<file path="src/include/baud_pkg.sv">
// Shared constants, field layouts and types for the baud generator block
package baud_pkg;

   // Register indices on the plain register port
   localparam int ADDR_W = 3;
   localparam logic [2:0] ADDR_BAUD_CTRL = 3'h0;
   localparam logic [2:0] ADDR_PRESC_CTRL = 3'h1;
   localparam logic [2:0] ADDR_LINE_CTRL = 3'h2;
   localparam logic [2:0] ADDR_LINE_STAT = 3'h3;
   localparam logic [2:0] ADDR_BREAK_LEN = 3'h4;

   // Reset values
   localparam logic [7:0] BAUD_CTRL_RST = 8'h00;
   localparam logic [7:0] PRESC_CTRL_RST = 8'h00;
   localparam logic [7:0] LINE_CTRL_RST = 8'h00;

   // Field positions in line_control
   localparam int LC_ENABLE_BIT = 0;
   localparam int LC_NINE_BIT = 1;
   localparam int LC_SEND_BREAK_BIT = 2;
   // Field positions in line_status
   localparam int LS_BREAK_SEEN_BIT = 0;
   localparam int LS_TX_BREAK_BIT = 1;
   localparam int LS_RX_LEVEL_BIT = 2;

   // Reserved bit of baud_rate_control reads as zero
   localparam logic [7:0] BAUD_CTRL_MASK = 8'hF7;

   // Fixed divide by 64 split as 4 before the sample tick and 16 samples a bit
   localparam logic [1:0] PRE_DIV_LAST = 2'h3;
   localparam logic [3:0] RT_PER_BIT_LAST = 4'hF;

   // Register prescaler divisors for codes 0..3
   localparam logic [3:0] REG_PRESC_DIV_0 = 4'h1;
   localparam logic [3:0] REG_PRESC_DIV_1 = 4'h3;
   localparam logic [3:0] REG_PRESC_DIV_2 = 4'h4;
   localparam logic [3:0] REG_PRESC_DIV_3 = 4'hD;

   // Break lengths in bit times
   localparam logic [7:0] RX_BREAK_8 = 8'h0A;
   localparam logic [7:0] RX_BREAK_9 = 8'h0B;
   localparam logic [7:0] RX_BREAK_FILT_8 = 8'h0B;
   localparam logic [7:0] RX_BREAK_FILT_9 = 8'h0C;
   localparam logic [3:0] TX_BREAK_8 = 4'hA;
   localparam logic [3:0] TX_BREAK_9 = 4'hB;
   localparam logic [3:0] TX_BREAK_LONG_8 = 4'hD;
   localparam logic [3:0] TX_BREAK_LONG_9 = 4'hE;

   typedef struct packed {
      logic master_break_transmit;
      logic slave_break_filter;
      logic [1:0] register_prescale_sel;
      logic reserved;
      logic [2:0] rate_select;
   } baud_ctrl_s;

   typedef struct packed {
      logic [2:0] integer_prescaler_sel;
      logic [4:0] clock_insertion_count;
   } presc_ctrl_s;

   typedef enum logic [1:0] {
      TX_IDLE = 2'b00,
      TX_ARMED = 2'b01,
      TX_BREAK = 2'b10
   } tx_state_e;

   typedef enum logic [1:0] {
      LINE_HIGH = 2'b00,
      LINE_LOW = 2'b01,
      LINE_DONE = 2'b10
   } line_state_e;

endpackage

</file>
<file path="src/design/baud_gen.sv">
// Baud generator with fractional prescaler, break filter and break sender
//
// Overview of operation
// Filtered, 8-bit chars: break needs 11 bits
// Filtered, 9-bit chars: break needs 12 bits
// Zero data byte never reported as break
// Software still checks measured break length itself
// Register prescaler code selects 1, 3, 4, 13
// Rate select divides by two to the code
// Integer prescaler: 000 bypass, else code plus one
// Software avoids bypass changes while enabled
// Insert count extra clocks per 32-tick frame
// Rate is bus over 64 times all divisors
// All divisor and filter fields reset to zero
// One generated clock feeds receiver and transmitter
// Long break sends 13 or 14 bits
// Bypass means divisor one, insertion ignored
`timescale 1ns/1ps
module baud_gen
   import baud_pkg::*;
(
   // Clock and reset
   input wire logic clk,
   input wire logic srst,
   // Register port
   input wire logic [ADDR_W-1:0] addr,
   input wire logic [7:0] wdata,
   input wire logic wr,
   input wire logic rd,
   output logic [7:0] rdata,
   // Serial line
   input wire logic rx_pin,
   output logic tx_pin,
   // Shared timing to receiver and transmitter
   output logic rt_tick,
   output logic bit_tick
);

   // Register prescaler decode
   function automatic logic [3:0] reg_presc_div(input logic [1:0] sel);
      logic [3:0] r;
      r = REG_PRESC_DIV_0;
      unique case (sel)
         2'b00: r = REG_PRESC_DIV_0;
         2'b01: r = REG_PRESC_DIV_1;
         2'b10: r = REG_PRESC_DIV_2;
         2'b11: r = REG_PRESC_DIV_3;
      endcase
      return r;
   endfunction

   // Transmit break length in bit times
   function automatic logic [3:0] tx_break_len(input logic long_brk, input logic nine);
      logic [3:0] r;
      r = TX_BREAK_8;
      unique case ({long_brk, nine})
         2'b00: r = TX_BREAK_8;
         2'b01: r = TX_BREAK_9;
         2'b10: r = TX_BREAK_LONG_8;
         2'b11: r = TX_BREAK_LONG_9;
      endcase
      return r;
   endfunction

   // Register state
   baud_ctrl_s baud_q, baud_d;
   presc_ctrl_s presc_q, presc_d;
   logic enable_q, enable_d;
   logic nine_q, nine_d;
   logic break_seen_q, break_seen_d;
   logic [7:0] rdata_q, rdata_d;
   logic send_break;

   // Generator state
   logic [3:0] pc_q, pc_d;
   logic [4:0] frame_q, frame_d;
   logic [1:0] pre_q, pre_d;
   logic [3:0] bpdc_q, bpdc_d;
   logic [6:0] bdc_q, bdc_d;
   logic [3:0] rtc_q, rtc_d;
   logic rt_tick_q, rt_tick_d;
   logic bit_tick_q, bit_tick_d;
   logic presc_tick;
   logic [3:0] pc_last;
   logic [3:0] rpd_last;
   logic [6:0] rate_last;

   // Break sender state
   tx_state_e tx_q, tx_d;
   logic [3:0] txc_q, txc_d;
   logic tx_pin_q, tx_pin_d;

   // Filter results
   logic brk_pulse;
   logic [7:0] low_bits;
   logic rx_level;

   // ---------------- Registers ----------------
   assign send_break = wr && addr == ADDR_LINE_CTRL && wdata[LC_SEND_BREAK_BIT];

   always_comb begin
      baud_d = baud_q;
      presc_d = presc_q;
      enable_d = enable_q;
      nine_d = nine_q;
      break_seen_d = break_seen_q;
      rdata_d = 8'h00;
      if (wr) begin
         unique case (addr)
            ADDR_BAUD_CTRL: baud_d = baud_ctrl_s'(wdata & BAUD_CTRL_MASK);
            ADDR_PRESC_CTRL: presc_d = presc_ctrl_s'(wdata);
            ADDR_LINE_CTRL: begin
               enable_d = wdata[LC_ENABLE_BIT];
               nine_d = wdata[LC_NINE_BIT];
            end
            default: ;
         endcase
      end
      if (rd) begin
         unique case (addr)
            ADDR_BAUD_CTRL: rdata_d = baud_q;
            ADDR_PRESC_CTRL: rdata_d = presc_q;
            ADDR_LINE_CTRL: begin
               rdata_d[LC_ENABLE_BIT] = enable_q;
               rdata_d[LC_NINE_BIT] = nine_q;
            end
            ADDR_LINE_STAT: begin
               rdata_d[LS_BREAK_SEEN_BIT] = break_seen_q;
               rdata_d[LS_TX_BREAK_BIT] = (tx_q != TX_IDLE);
               rdata_d[LS_RX_LEVEL_BIT] = rx_level;
               break_seen_d = 1'b0;
            end
            // measured length left for software to judge
            ADDR_BREAK_LEN: rdata_d = low_bits;
            default: rdata_d = 8'h00;
         endcase
      end
      // A break landing on the clearing read is kept
      if (brk_pulse) begin
         break_seen_d = 1'b1;
      end
   end

   always_ff @(posedge clk) begin
      // all fields start at zero
      if (srst) begin
         baud_q <= baud_ctrl_s'(BAUD_CTRL_RST);
         presc_q <= presc_ctrl_s'(PRESC_CTRL_RST);
         enable_q <= LINE_CTRL_RST[LC_ENABLE_BIT];
         nine_q <= LINE_CTRL_RST[LC_NINE_BIT];
         break_seen_q <= 1'b0;
         rdata_q <= 8'h00;
      end else begin
         baud_q <= baud_d;
         presc_q <= presc_d;
         enable_q <= enable_d;
         nine_q <= nine_d;
         break_seen_q <= break_seen_d;
         rdata_q <= rdata_d;
      end
   end

   // ---------------- Generator ----------------
   always_comb begin
      // code n divides by n+1, last count is n
      // first count-many ticks of each frame run one clock longer
      pc_last = {1'b0, presc_q.integer_prescaler_sel};
      if (presc_q.clock_insertion_count > frame_q) begin
         pc_last = pc_last + 4'h1;
      end
   end

   // bypass passes every clock, insertion unused
   assign presc_tick = (presc_q.integer_prescaler_sel == 3'h0) || (pc_q == pc_last);
   // register prescaler divisor
   assign rpd_last = reg_presc_div(baud_q.register_prescale_sel) - 4'h1;
   // power-of-two rate divisor
   assign rate_last = 7'((8'h01 << baud_q.rate_select) - 8'h01);

   always_comb begin
      pc_d = pc_q;
      frame_d = frame_q;
      pre_d = pre_q;
      bpdc_d = bpdc_q;
      bdc_d = bdc_q;
      rtc_d = rtc_q;
      rt_tick_d = 1'b0;
      bit_tick_d = 1'b0;
      if (!enable_q) begin
         pc_d = 4'h0;
         frame_d = 5'h00;
         pre_d = 2'h0;
         bpdc_d = 4'h0;
         bdc_d = 7'h00;
         rtc_d = 4'h0;
      end else if (presc_tick) begin
         // prescaler, 4, register prescaler, rate, 16 samples
         pc_d = 4'h0;
         frame_d = frame_q + 5'h01;
         pre_d = pre_q + 2'h1;
         if (pre_q == PRE_DIV_LAST) begin
            bpdc_d = (bpdc_q >= rpd_last) ? 4'h0 : bpdc_q + 4'h1;
            if (bpdc_q >= rpd_last) begin
               bdc_d = (bdc_q >= rate_last) ? 7'h00 : bdc_q + 7'h01;
               if (bdc_q >= rate_last) begin
                  rt_tick_d = 1'b1;
                  rtc_d = rtc_q + 4'h1;
                  bit_tick_d = (rtc_q == RT_PER_BIT_LAST);
               end
            end
         end
      end else begin
         pc_d = pc_q + 4'h1;
      end
   end

   always_ff @(posedge clk) begin
      if (srst) begin
         pc_q <= 4'h0;
         frame_q <= 5'h00;
         pre_q <= 2'h0;
         bpdc_q <= 4'h0;
         bdc_q <= 7'h00;
         rtc_q <= 4'h0;
         rt_tick_q <= 1'b0;
         bit_tick_q <= 1'b0;
      end else begin
         pc_q <= pc_d;
         frame_q <= frame_d;
         pre_q <= pre_d;
         bpdc_q <= bpdc_d;
         bdc_q <= bdc_d;
         rtc_q <= rtc_d;
         rt_tick_q <= rt_tick_d;
         bit_tick_q <= bit_tick_d;
      end
   end

   // ---------------- Break sender ----------------
   always_comb begin
      tx_d = tx_q;
      txc_d = txc_q;
      tx_pin_d = 1'b1;
      unique case (tx_q)
         TX_IDLE: begin
            if (send_break && enable_q) begin
               tx_d = TX_ARMED;
            end
         end
         // Waits for a bit boundary so every low bit is whole
         TX_ARMED: begin
            txc_d = 4'h0;
            if (bit_tick_q) begin
               tx_d = TX_BREAK;
               tx_pin_d = 1'b0;
            end
         end
         TX_BREAK: begin
            tx_pin_d = 1'b0;
            // bit tick from the same generator whose rt_tick the receiver counts
            if (bit_tick_q) begin
               txc_d = txc_q + 4'h1;
               // long break when master break transmit is set
               if (txc_q == tx_break_len(baud_q.master_break_transmit, nine_q) - 4'h1) begin
                  tx_d = TX_IDLE;
                  tx_pin_d = 1'b1;
               end
            end
         end
         default: tx_d = TX_IDLE;
      endcase
      if (!enable_q) begin
         tx_d = TX_IDLE;
         tx_pin_d = 1'b1;
      end
   end

   always_ff @(posedge clk) begin
      if (srst) begin
         tx_q <= TX_IDLE;
         txc_q <= 4'h0;
         tx_pin_q <= 1'b1;
      end else begin
         tx_q <= tx_d;
         txc_q <= txc_d;
         tx_pin_q <= tx_pin_d;
      end
   end

   // filter selects the longer receive threshold
   break_filter u_filter (
      .clk(clk),
      .srst(srst),
      .enable(enable_q),
      .filter_on(baud_q.slave_break_filter),
      .nine_bit(nine_q),
      .rt_tick(rt_tick_q),
      .rx_pin(rx_pin),
      .break_pulse(brk_pulse),
      .low_bits(low_bits),
      .rx_level(rx_level)
   );

   assign rdata = rdata_q;
   assign tx_pin = tx_pin_q;
   assign rt_tick = rt_tick_q;
   assign bit_tick = bit_tick_q;

endmodule

</file>
<file path="src/design/break_filter.sv">
// Receive break detector with optional long-break filter
`timescale 1ns/1ps
module break_filter
   import baud_pkg::*;
(
   // Clock and reset
   input wire logic clk,
   input wire logic srst,
   // Settings
   input wire logic enable,
   input wire logic filter_on,
   input wire logic nine_bit,
   input wire logic rt_tick,
   // Line
   input wire logic rx_pin,
   // Results
   output logic break_pulse,
   output logic [7:0] low_bits,
   output logic rx_level
);

   logic s1_q, s2_q, s3_q;
   logic rx_q, rx_d;
   line_state_e st_q, st_d;
   logic [3:0] rt_q, rt_d;
   logic [7:0] bits_q, bits_d;
   logic [7:0] len_q, len_d;
   logic pulse_q, pulse_d;
   logic [7:0] thresh;

   always_comb begin
      // 11 bits when filtered, 8-bit chars
      // 12 bits when filtered, 9-bit chars
      unique case ({filter_on, nine_bit})
         2'b00: thresh = RX_BREAK_8;
         2'b01: thresh = RX_BREAK_9;
         2'b10: thresh = RX_BREAK_FILT_8;
         2'b11: thresh = RX_BREAK_FILT_9;
      endcase
   end

   always_comb begin
      // Pin level counts only once the two later stages agree
      rx_d = (s2_q == s3_q) ? s3_q : rx_q;
      st_d = st_q;
      rt_d = rt_q;
      bits_d = bits_q;
      len_d = len_q;
      pulse_d = 1'b0;
      if (!enable) begin
         st_d = LINE_HIGH;
         rt_d = 4'h0;
         bits_d = 8'h00;
      end else if (rx_q) begin
         if (st_q != LINE_HIGH) begin
            len_d = bits_q;
         end
         st_d = LINE_HIGH;
         rt_d = 4'h0;
         bits_d = 8'h00;
      end else begin
         if (st_q == LINE_HIGH) begin
            st_d = LINE_LOW;
         end
         if (rt_tick) begin
            rt_d = rt_q + 4'h1;
            if (rt_q == RT_PER_BIT_LAST && bits_q != 8'hFF) begin
               bits_d = bits_q + 8'h01;
            end
         end
         // a zero data byte never reaches the threshold
         if (st_q == LINE_LOW && bits_q >= thresh) begin
            pulse_d = 1'b1;
            st_d = LINE_DONE;
         end
      end
   end

   always_ff @(posedge clk) begin
      if (srst) begin
         s1_q <= 1'b1;
         s2_q <= 1'b1;
         s3_q <= 1'b1;
         rx_q <= 1'b1;
         st_q <= LINE_HIGH;
         rt_q <= 4'h0;
         bits_q <= 8'h00;
         len_q <= 8'h00;
         pulse_q <= 1'b0;
      end else begin
         s1_q <= rx_pin;
         s2_q <= s1_q;
         s3_q <= s2_q;
         rx_q <= rx_d;
         st_q <= st_d;
         rt_q <= rt_d;
         bits_q <= bits_d;
         len_q <= len_d;
         pulse_q <= pulse_d;
      end
   end

   assign break_pulse = pulse_q;
   assign low_bits = len_q;
   assign rx_level = rx_q;

endmodule

</file>
<file path="config.mk">
export PLATFORM = sky130hd
export DESIGN_NAME = baud_gen
export DESIGN_NICKNAME = d
export VERILOG_FILES = /design/src/include/baud_pkg.sv /design/src/design/baud_gen.sv /design/src/design/break_filter.sv
export SDC_FILE = /design/constraint.sdc
export NUM_CORES = 1
export LEC_CHECK = 0
export BUFFER_PORTS_ARGS = -buffer_cell sky130_fd_sc_hd__buf_2
export CAP_MARGIN = 20
export CORE_ASPECT_RATIO = 0.7
export CORE_MARGIN = 2
export CORE_UTILIZATION = 55
export DETAILED_ROUTE_END_ITERATION = 7
export PLACE_DENSITY = 0.76
export SYNTH_ARGS = -nofsm -noshare
export SYNTH_HDL_FRONTEND = slang
export SYNTH_SLANG_ARGS = --single-unit
</file>
<file path="constraint.sdc">
create_clock -name clk -period 2.3 [get_ports clk]
set_input_delay 0.46 -clock clk [delete_from_list [all_inputs] [get_ports clk]]
set_output_delay 0.46 -clock clk [all_outputs]
set_load 0.05 [all_outputs]
</file>
* After elaboration in Yosys (flattened, before gate mapping)
Cells that the tools add are included.
W data, S select, Z words.
** Operators by class
- Add/sub/neg operators :: 13
- $lt $le $gt $ge :: 4
- Equality and inequality tests :: 27
- Shifts and indexed selects :: 1
- Muxes and demuxes :: 29
- Bitwise logic cells :: 6
- Reduce and logical (&&, ||, !) cells :: 38
** Operator list (count)
- $pmux W4 S4 :: 2
- $pmux W8 S3 :: 1
- $add A4 B1 Y4 const B :: 5
- $mux W4 :: 5
- $eq A2 B2 Y1 const B :: 8
- $pmux W5 S3 :: 1
- $reduce_and A2 Y1 :: 7
- $mux W2 :: 6
- $reduce_bool A2 Y1 :: 6
- $eq A2 B1 Y1 const B :: 5
- $logic_not A2 Y1 :: 5
- $pmux W2 S5 :: 1
- $add A8 B1 Y8 const B :: 1
- $eq A4 B4 Y1 :: 2
- $eq A4 B4 Y1 const B :: 2
- $ge A8 B8 Y1 :: 1
- $mux W1 :: 8
- $ne A2 B2 Y1 const B :: 4
- $ne A8 B8 Y1 const B :: 1
- $pmux W4 S2 :: 1
- $reduce_and A4 Y1 :: 2
- $sub A4 B1 Y4 const B :: 2
- $add A7 B1 Y7 const B :: 1
- $ge A7 B7 Y1 :: 1
- 25 further kinds :: 40
** Storage, ports and cells
- Register bits after elaboration :: 88
- Input port bits :: 16
- Output and inout port bits :: 11
- Word-level logic and storage cells :: 149

* Logic depth before layout (Yosys ltp)
Gate-level depths: netlist of run 1.
- Depth in word-level cells :: 9
- Mapped depth :: 11

* Modules after synthesis
Synthesis of run 1 repeated with hierarchy kept, for this count alone.
** Unflattened totals
- Cell total of the unflattened synthesis :: 545
- Area, all modules :: 4775.8 um2
** By module, submodules not included
- baud_gen :: instances 1, cells an instance 417, area each 3592.2 um2
- break_filter :: instances 1, cells an instance 128, area each 1183.6 um2

* Worst setup path after synthesis of run 1
OpenSTA, ideal clock, no wires.
- Kind :: reg2reg
- Start point :: reg baud_q[2] in the netlist's numbering
- End point :: reg bdc_q[6]
- Setup time :: 0.087 ns
- Arrival time :: 2.281 ns
- Setup slack :: -0.068 ns
- Stages on the path, launching flop included :: 9
- Clock period less this slack :: 2.368 ns
- Cell sequence :: dfxtp_1 > or3_1 > ha_1 > nor2b_1 > o21ai_0 > a31oi_1 > o21ai_1 > or4_4 > o31ai_1
** Between the ends
- Cells in the longest elaborated chain, start to end :: 4
** RTL lines
- start: declaration :: line baud_gen.sv:66 : baud_ctrl_s baud_q, baud_d;
- start signal: assignment :: line baud_gen.sv:147 : baud_q <= baud_ctrl_s'(BAUD_CTRL_RST);
- start signal: assignment :: line baud_gen.sv:154 : baud_q <= baud_d;
- $shl A1 B3 Y7 :: line baud_gen.sv:178 : assign rate_last = 7'((8'h01 << baud_q.rate_select) - 8'h01);
- $sub A7 B1 Y7 :: line baud_gen.sv:178
- $ge A7 B7 Y1 :: line baud_gen.sv:204 : bdc_d = (bdc_q >= rate_last) ? 7'h00 : bdc_q + 7'h01;
- $mux W7 :: line baud_gen.sv:204
- end signal: assignment :: line baud_gen.sv:223 : bdc_q <= 7'h00;
- end signal: assignment :: line baud_gen.sv:232 : bdc_q <= bdc_d;
- end: declaration :: line baud_gen.sv:79 : logic [6:0] bdc_q, bdc_d;
No other way between the ends.
A chain may end at the register's enable or synchronous reset.

* Worst setup path in the final report of run 1
- Start point :: reg frame_q[4]
- End point :: reg bdc_q[6]
** Between the ends
- Cells in the longest elaborated chain, start to end :: 5
** RTL lines
- start: declaration :: line baud_gen.sv:76 : logic [4:0] frame_q, frame_d;
- start signal: assignment :: line baud_gen.sv:229 : frame_q <= frame_d;
- $gt A5 B5 Y1 :: line baud_gen.sv:168 : if (presc_q.clock_insertion_count > frame_q) begin
- $mux W4 :: line baud_gen.sv:168
- $eq A4 B4 Y1 :: line baud_gen.sv:174 : assign presc_tick = (presc_q.integer_prescaler_sel == 3'h0) || (pc_q == pc_last);
- $logic_or A1 B1 Y1 :: line baud_gen.sv:174
- $reduce_and A3 Y1 (no source line)
No other way between the ends.

==> impl_results.md, run 1 <==
* DRC at 0
* PortBufs at 26
* Main flop type after synthesis: sky130_fd_sc_hd__dfxtp_1
* TritonRoute pass-1 iters at 5
* Area added between synthesis and finish at 20.4%
* Post-synthesis xor/xnor area fraction at 0.0331
* Top area cells in the synthesized netlist: sky130_fd_sc_hd__dfxtp_1, sky130_fd_sc_hd__ha_1, sky130_fd_sc_hd__mux2i_1, sky130_fd_sc_hd__nor2_1, sky130_fd_sc_hd__a21oi_1
* Failing checks: negative setup slack
* EDFF count, synth at 0
* Arrival time of the worst setup path at 2.66 ns
* Result of the run: finished, violations left
* Synth Area in Compound Gates at 0.153
* Leakage component of the power at 2.22 nW
* Worst path required time at 2.56 ns
* Worst R2R Setup Slack at -0.10 ns
* Fraction of layout cells with a size suffix above 1 at 0.199
* Most common cell in the netlist: sky130_fd_sc_hd__dfxtp_1
* Reg2Reg Depth at 9
* Final standard cell count with taps included and fillers excluded at 679
* Final number of max-transition violations at 0
* Worst-case clock skew at 0.00544 ns
* Area share of the largest cell type after synthesis at 0.392
* Number of storage elements in the synthesis netlist at 88
* Clock latency at the later pin of the worst-skew pair at 0.34 ns
* Setup repair after global routing missed its margin: yes
* Setup TNS Final at -0.258 ns
* Die boundary width at 112 um
* Hold depth at 2
* Largest area contributor in the netlist: sky130_fd_sc_hd__dfxtp_1
* Top fanout value on the critical path at 6
* Height of the chip at 79.6 um
* Slew HR at 0.620
* Power Density at 582 nW/um^2
* Setup slack of the critical path after layout at -0.105 ns
* Detailed-route wire length at 10,500 um
* Synth unique cells at 50
* Routed vias at 3,896
* Initial drt markers at 338
* TritonCTS clock tree: built
* H-tree depth at 3
* Count of inserted antenna diode cells at 0
* Capture point of the worst reg-to-reg path: bdc_q[6]$_SDFFE_PP0P_
* Count of synthesis-stage warnings from yosys at 0
* Number of maximum-capacitance constraint violations at 0
* Routability cong. at 0.816
* Number of instances in the placed design at 661
* Highest ir drop seen on vdd at 0.631 mV
* Global-route total usage across every layer at 0.245
* Reg-to-Reg Start: frame_q[4]$_SDFFE_PP0P_
* Remaining antenna violation count after routing at 0
* Number of buffers between clock root and the deepest sink at 2
* Critical Path End Type: flop
* Number of setup violations in the final report at 7
* Synth Area in Adders at 0.111
* Wire length of the first global-routing pass at 17,300 um
* Floorplan core area at 7910 um^2
* Footprint of the multi-input gates at 2720 um^2
* Proportion of synthesized area in mux cells at 0.0624
* Vias in the first global route at 3,627
* Cts bufs inserted at 9
* Half-perimeter wire length after detailed placement at 7670 um
* Dominant combinational cell family by area after synthesis: simple AND/OR/NAND/NOR gates
* Capture endpoint of the worst hold path: u_filter.s1_q$_SDFF_PP1_
* Sequential standard cell area at 1770 um^2
* Path type of the worst setup path: flop to flop
* Worst min-delay path class: input port to flop
* Nets in the synthesized netlist at 581
* I/O pin count at 27
* Actual transition at the worst max-transition pin at 0.570 ns
* Maximum clock frequency at 0.416 GHz
* Antenna violations before repair at 0
* Effective utilization at floorplan at 0.569
* Layout net count at 630
* Average footprint of a synthesized cell at 8.56 um^2
* Sort of element at the start of the critical path: flop
* Total count of hold-check failures in the final report at 0
* Fill cells at 640
* Root buffer cell: sky130_fd_sc_hd__clkbuf_16
* Share of synthesized cell area in and, or, nand and nor gates at 0.207
* Area of the die at 8920 um^2
* Detail-routed net length per standard cell at 15.5 um
* Clock-pin slew on the worst setup and hold paths at 0.06 ns
* Largest net degree at the start of global routing at 23
* Setup WS pre-CTS at -0.105 ns
* Via/cell ratio at 5.74
* Number of sinks driven by the clock tree at 88
* Final critical-path share of the clock period at 1.05
* Startpoint of the lowest-slack hold path: rx_pin
* Leftover overflow at the end of global routing at 0
* Total number of placement rows at 27
* Final worst path period need at 2.40 ns
* Post-synthesis sequential area ratio at 0.392
* Gate Count Post-Synth at 525
* Summed instance area of the synthesized netlist at 4490 um^2
* Post-synth top cells: sky130_fd_sc_hd__dfxtp_1, sky130_fd_sc_hd__nor2_1, sky130_fd_sc_hd__a21oi_1, sky130_fd_sc_hd__ha_1, sky130_fd_sc_hd__nand2_1
* Proportion of synthesized flip-flops having asynchronous set or reset at 0
-- logic make-up after synthesis --
| family | after synthesis |
|---|---|
| AOI/OAI and AO/OA | 111 |
| xor gates and xnor gates | 17 |
| adders and majority gates | 40 |
| buffers and inverters | 49 |
| DFF | 88 |
| muxes | 28 |
| and+or+nand+nor | 192 |
-- final cells by class --
class                      instances  area share
clock buffer                      10      0.0423
tap                              101      0.0234
sequential                        88       0.328
inverter                          27      0.0187
clock inverter                     5      0.0109
timing repair buffer              60      0.0749
multi-input combinational        388       0.502
-- stage by stage --
step	power (mW)	util	hold WS (ns)	area (um^2)
finish	3.15	0.684	0.309	5410
global route	3.25	0.684	0.310	5410
CTS	3.17	0.664	0.300	5250
detailed placement	1.74	0.623	0.398	4930
global placement	1.73	0.623	0.407	4930
floorplan	1.67	-	0.389	4500
-- worst max-delay path, stage by stage, from the launching register on --
cell and delay (ns):
sky130_fd_sc_hd__dfxtp_2 0.34, sky130_fd_sc_hd__inv_1 0.04, sky130_fd_sc_hd__ha_1 0.28, sky130_fd_sc_hd__o21a_1 0.12, sky130_fd_sc_hd__o22ai_2 0.13, sky130_fd_sc_hd__a21oi_2 0.06
sky130_fd_sc_hd__a2111o_1 0.37, sky130_fd_sc_hd__and3_4 0.17, sky130_fd_sc_hd__or4_4 0.57, sky130_fd_sc_hd__o31ai_1 0.23
-- report_power, final --
group | total (mW) | switching (mW) | internal (mW)
sequential | 1.54 | 0.00787 | 1.53
clock | 1.42 | 0.588 | 0.835
combinational | 0.183 | 0.103 | 0.0797
total | 3.15 | 0.698 | 2.45
-- timing repair --
item / in CTS / in global routing
setup endpoints to repair: 11 / 18
endpoints found under the hold margin: 0 / 0
setup buffers: 1 / 3
resized for setup: 10 / 36
pin swaps: 4 / 18
gates cloned: 0 / 0
hold buffers: 0 / 0
-- registers in the layout, summed over array words and instances, names as in the netlist, 5 cells and up --
| signal | flops |
|---|---|
| presc_q | 8 |
| rdata | 8 |
| u_filter.bits_q | 8 |
| u_filter.low_bits | 8 |
| baud_q | 7 |
| bdc_q | 7 |
| frame_q | 5 |
-- worst max-delay path by stage --
stage	start	to	cells past startpoint
finish	frame_q[4]$_SDFFE_PP0P_	bdc_q[6]$_SDFFE_PP0P_	9
global placement	frame_q[1]$_SDFFE_PP0P_	bdc_q[5]$_SDFFE_PP0P_	9
floorplan	frame_q[3]$_SDFFE_PP0P_	bdc_q[5]$_SDFFE_PP0P_	9
CTS	baud_q[2]$_SDFFE_PP0P_	bdc_q[6]$_SDFFE_PP0P_	8
global route	baud_q[1]$_SDFFE_PP0P_	bdc_q[5]$_SDFFE_PP0P_	10
detailed placement	frame_q[3]$_SDFFE_PP0P_	bdc_q[6]$_SDFFE_PP0P_	9
-- layout by cell type, fill, tap and decap left out, drive strengths merged, types with 9 or more instances in the layout --
cell,n
o21ai,24
ha,40
nand3,21
xnor2,9
mux2i,28
buf,60
inv,27
dfxtp,88
nand2b,12
clkbuf,10
nand2,31
a21oi,41
nor2,74
-- routing by layer --
metal / GRT usage / wire (um)
met5: 0 / 0
met4: 0.0683 / 87
met3: 0.0653 / 637
met2: 0.389 / 4840
met1: 0.331 / 4980
(Power assumes the default switching activity.)
==> run 2: changes to the inputs <==
--- a/config.mk
+++ b/config.mk
@@ -7,7 +7,6 @@
 export LEC_CHECK = 0
 export BUFFER_PORTS_ARGS = -buffer_cell sky130_fd_sc_hd__buf_2
 export CAP_MARGIN = 20
-export CORE_ASPECT_RATIO = 0.7
 export CORE_MARGIN = 2
 export CORE_UTILIZATION = 55
 export DETAILED_ROUTE_END_ITERATION = 7
==> run 2 against run 1 <==
  * The flow still finishes with violations (negative setup slack)
  * Clock power decreased by 21%
  * Worst hold slack got worse by 0.034 ns
  * Sequential cell count unchanged
  * Core utilization decreased by 1.0 points
  * Setup slack improved by 0.067 ns
  * Register-to-register slack improved by 0.07 ns
  * Count of clock-buffer cells in the layout unchanged
==> impl_results.md, run 2 (same netlist as run 1, synthesis figures left out) <==
* Result of the run: finished, violations left
* Failing checks: negative setup slack
* TritonRoute pass-1 iters at 4
* Area added between synthesis and finish at 17.1%
* H-tree depth at 3
* Height of the chip at 94.4 um
* Fill cells at 620
* Initial drt markers at 157
* Largest net degree at the start of global routing at 28
* Fraction of layout cells with a size suffix above 1 at 0.184
* Slew HR at 0.649
* Wire length of the first global-routing pass at 16,600 um
* DRC at 0
* Final critical-path share of the clock period at 1.02
* Maximum clock frequency at 0.428 GHz
* Top fanout value on the critical path at 6
* Count of inserted antenna diode cells at 0
* Setup slack of the critical path after layout at -0.0373 ns
* Commonest non-fill, non-tap cell in the layout: sky130_fd_sc_hd__dfxtp_1
* Global-route total usage across every layer at 0.236
* Number of instances in the placed design at 661
* Total number of placement rows at 32
* Number of maximum-capacitance constraint violations at 0
* Setup repair after global routing missed its margin: yes
* Leakage component of the power at 2.14 nW
* Path type of the worst setup path: flop to flop
* Startpoint of the lowest-slack hold path: rx_pin
* Floorplan core area at 7810 um^2
* Worst-case clock skew at 0.0111 ns
* Number of sinks driven by the clock tree at 88
* Capture point of the worst reg-to-reg path: bdc_q[5]$_SDFFE_PP0P_
* Power Total at 2.83 mW
* Sequential standard cell area at 1770 um^2
* Post-DP Area at 4920 um^2
* Half-perimeter wire length after detailed placement at 7340 um
* Total count of hold-check failures in the final report at 0
* Remaining antenna violation count after routing at 0
* Final worst path period need at 2.34 ns
* Via/cell ratio at 5.68
* Final number of max-transition violations at 0
* Final standard cell count with taps included and fillers excluded at 678
* Most frequent cells in the layout: sky130_fd_sc_hd__dfxtp_1, sky130_fd_sc_hd__nor2_1, sky130_fd_sc_hd__a21oi_1, sky130_fd_sc_hd__ha_1, sky130_fd_sc_hd__nand2_1
* Worst min-delay path class: input port to flop
* Routed vias at 3,848
* Actual transition at the worst max-transition pin at 0.526 ns
* Worst R2R Setup Slack at -0.04 ns
* PortBufs at 26
* Critical Path End: bdc_q[5]$_SDFFE_PP0P_
* Start point of the critical path: frame_q[2]$_SDFFE_PP0P_
* Vias in the first global route at 3,636
* Cts bufs inserted at 9
* I/O pin count at 27
* Antenna violations before repair at 0
* Setup WS pre-CTS at -0.0881 ns
* Clock latency at the later pin of the worst-skew pair at 0.37 ns
* Power Density at 539 nW/um^2
* Tightest hold margin at 0.274 ns
* Worst path required time at 2.59 ns
* Routability cong. at 0.893
* Root buffer cell: sky130_fd_sc_hd__clkbuf_8
* Reg-to-Reg Start: frame_q[2]$_SDFFE_PP0P_
* Footprint of the multi-input gates at 2680 um^2
* Leftover overflow at the end of global routing at 0
* Layout net count at 627
* TritonCTS clock tree: built
* Effective utilization at floorplan at 0.576
* Clock-pin slew on the worst setup and hold paths at 0.10 ns
* Highest ir drop seen on vdd at 0.324 mV
* Sort of element at the start of the critical path: flop
* Detail-routed net length per standard cell at 14.8 um
* Arrival time of the worst setup path at 2.62 ns
* Post-Layout Inst Area at 5260 um^2
* Die boundary width at 94.4 um
* Reg2Reg Depth at 9
* Critical Path End Type: flop
* Area of the die at 8910 um^2
* Number of setup violations in the final report at 2
* Detailed-route wire length at 10,000 um
* Number of buffers between clock root and the deepest sink at 2
-- run 2: critical path: stages (launching register included) --
cell                       delay (ns)
sky130_fd_sc_hd__dfxtp_2         0.34
sky130_fd_sc_hd__inv_1           0.07
sky130_fd_sc_hd__ha_4            0.27
sky130_fd_sc_hd__nand3_1         0.09
sky130_fd_sc_hd__o22ai_2         0.16
sky130_fd_sc_hd__a21oi_2         0.06
sky130_fd_sc_hd__a2111o_1        0.31
sky130_fd_sc_hd__and3_4          0.17
sky130_fd_sc_hd__or4_4           0.57
sky130_fd_sc_hd__o31ai_1         0.23
-- run 2: area by class of cell --
| type | count | share of cell area |
|---|---|---|
| Multi-Input combinational cell | 388 | 0.510 |
| Inverter | 27 | 0.0193 |
| Clock buffer | 10 | 0.0243 |
| Clock inverter | 6 | 0.0143 |
| Timing Repair Buffer | 57 | 0.0713 |
| Tap cell | 102 | 0.0243 |
| Sequential cell | 88 | 0.337 |
-- run 2: what timing repair did --
item                                    in CTS  in global routing
resized for setup                           17                 16
endpoints found under the setup margin       9                 16
pin swaps                                    9                  3
setup buffers                                1                  0
hold endpoints to repair                     0                  0
hold buffers                                 0                  0
-- run 2: power by group --
| part | internal, mW | total, mW | switching [mW] | leakage [nW] |
|---|---|---|---|---|
| registers | 1.53 | 1.54 | 0.00805 | 0.714 |
| logic | 0.0745 | 0.173 | 0.0990 | 1.32 |
| clock network | 0.520 | 1.12 | 0.601 | 0.0994 |
| total | 2.13 | 2.83 | 0.708 | 2.14 |
-- run 2: metrics by stage --
| stage | util | setup TNS, ns |
|---|---|---|
| global placement | 0.630 | -0.0500 |
| finish | 0.674 | -0.0644 |
| floorplan | - | 0 |
| CTS | 0.665 | -0.0152 |
| global route | 0.674 | -1.06 |
| detailed placement | 0.630 | -0.484 |
-- run 2: worst min-delay path by stage --
| stage | to | slack [ns] | depth (start not counted) |
|---|---|---|---|
| global placement | u_filter.s2_q$_SDFF_PP1_ | 0.40 | 1 |
| CTS | u_filter.s1_q$_SDFF_PP1_ | 0.27 | 2 |
| floorplan | u_filter.s2_q$_SDFF_PP1_ | 0.39 | 1 |
| finish | u_filter.s1_q$_SDFF_PP1_ | 0.27 | 2 |
| detailed placement | u_filter.s2_q$_SDFF_PP1_ | 0.40 | 1 |
| global route | u_filter.s1_q$_SDFF_PP1_ | 0.26 | 2 |
-- run 2: per-layer routing --
| layer | global-route usage | vias to the layer above | routed length (um) |
|---|---|---|---|
| met5 | 0 | - | 0 |
| met4 | 0.0906 | 0 | 152 |
| met3 | 0.0391 | 14 | 495 |
| met2 | 0.388 | 89 | 4840 |
| met1 | 0.313 | 1809 | 4530 |
| li1 | - | 1936 | - |
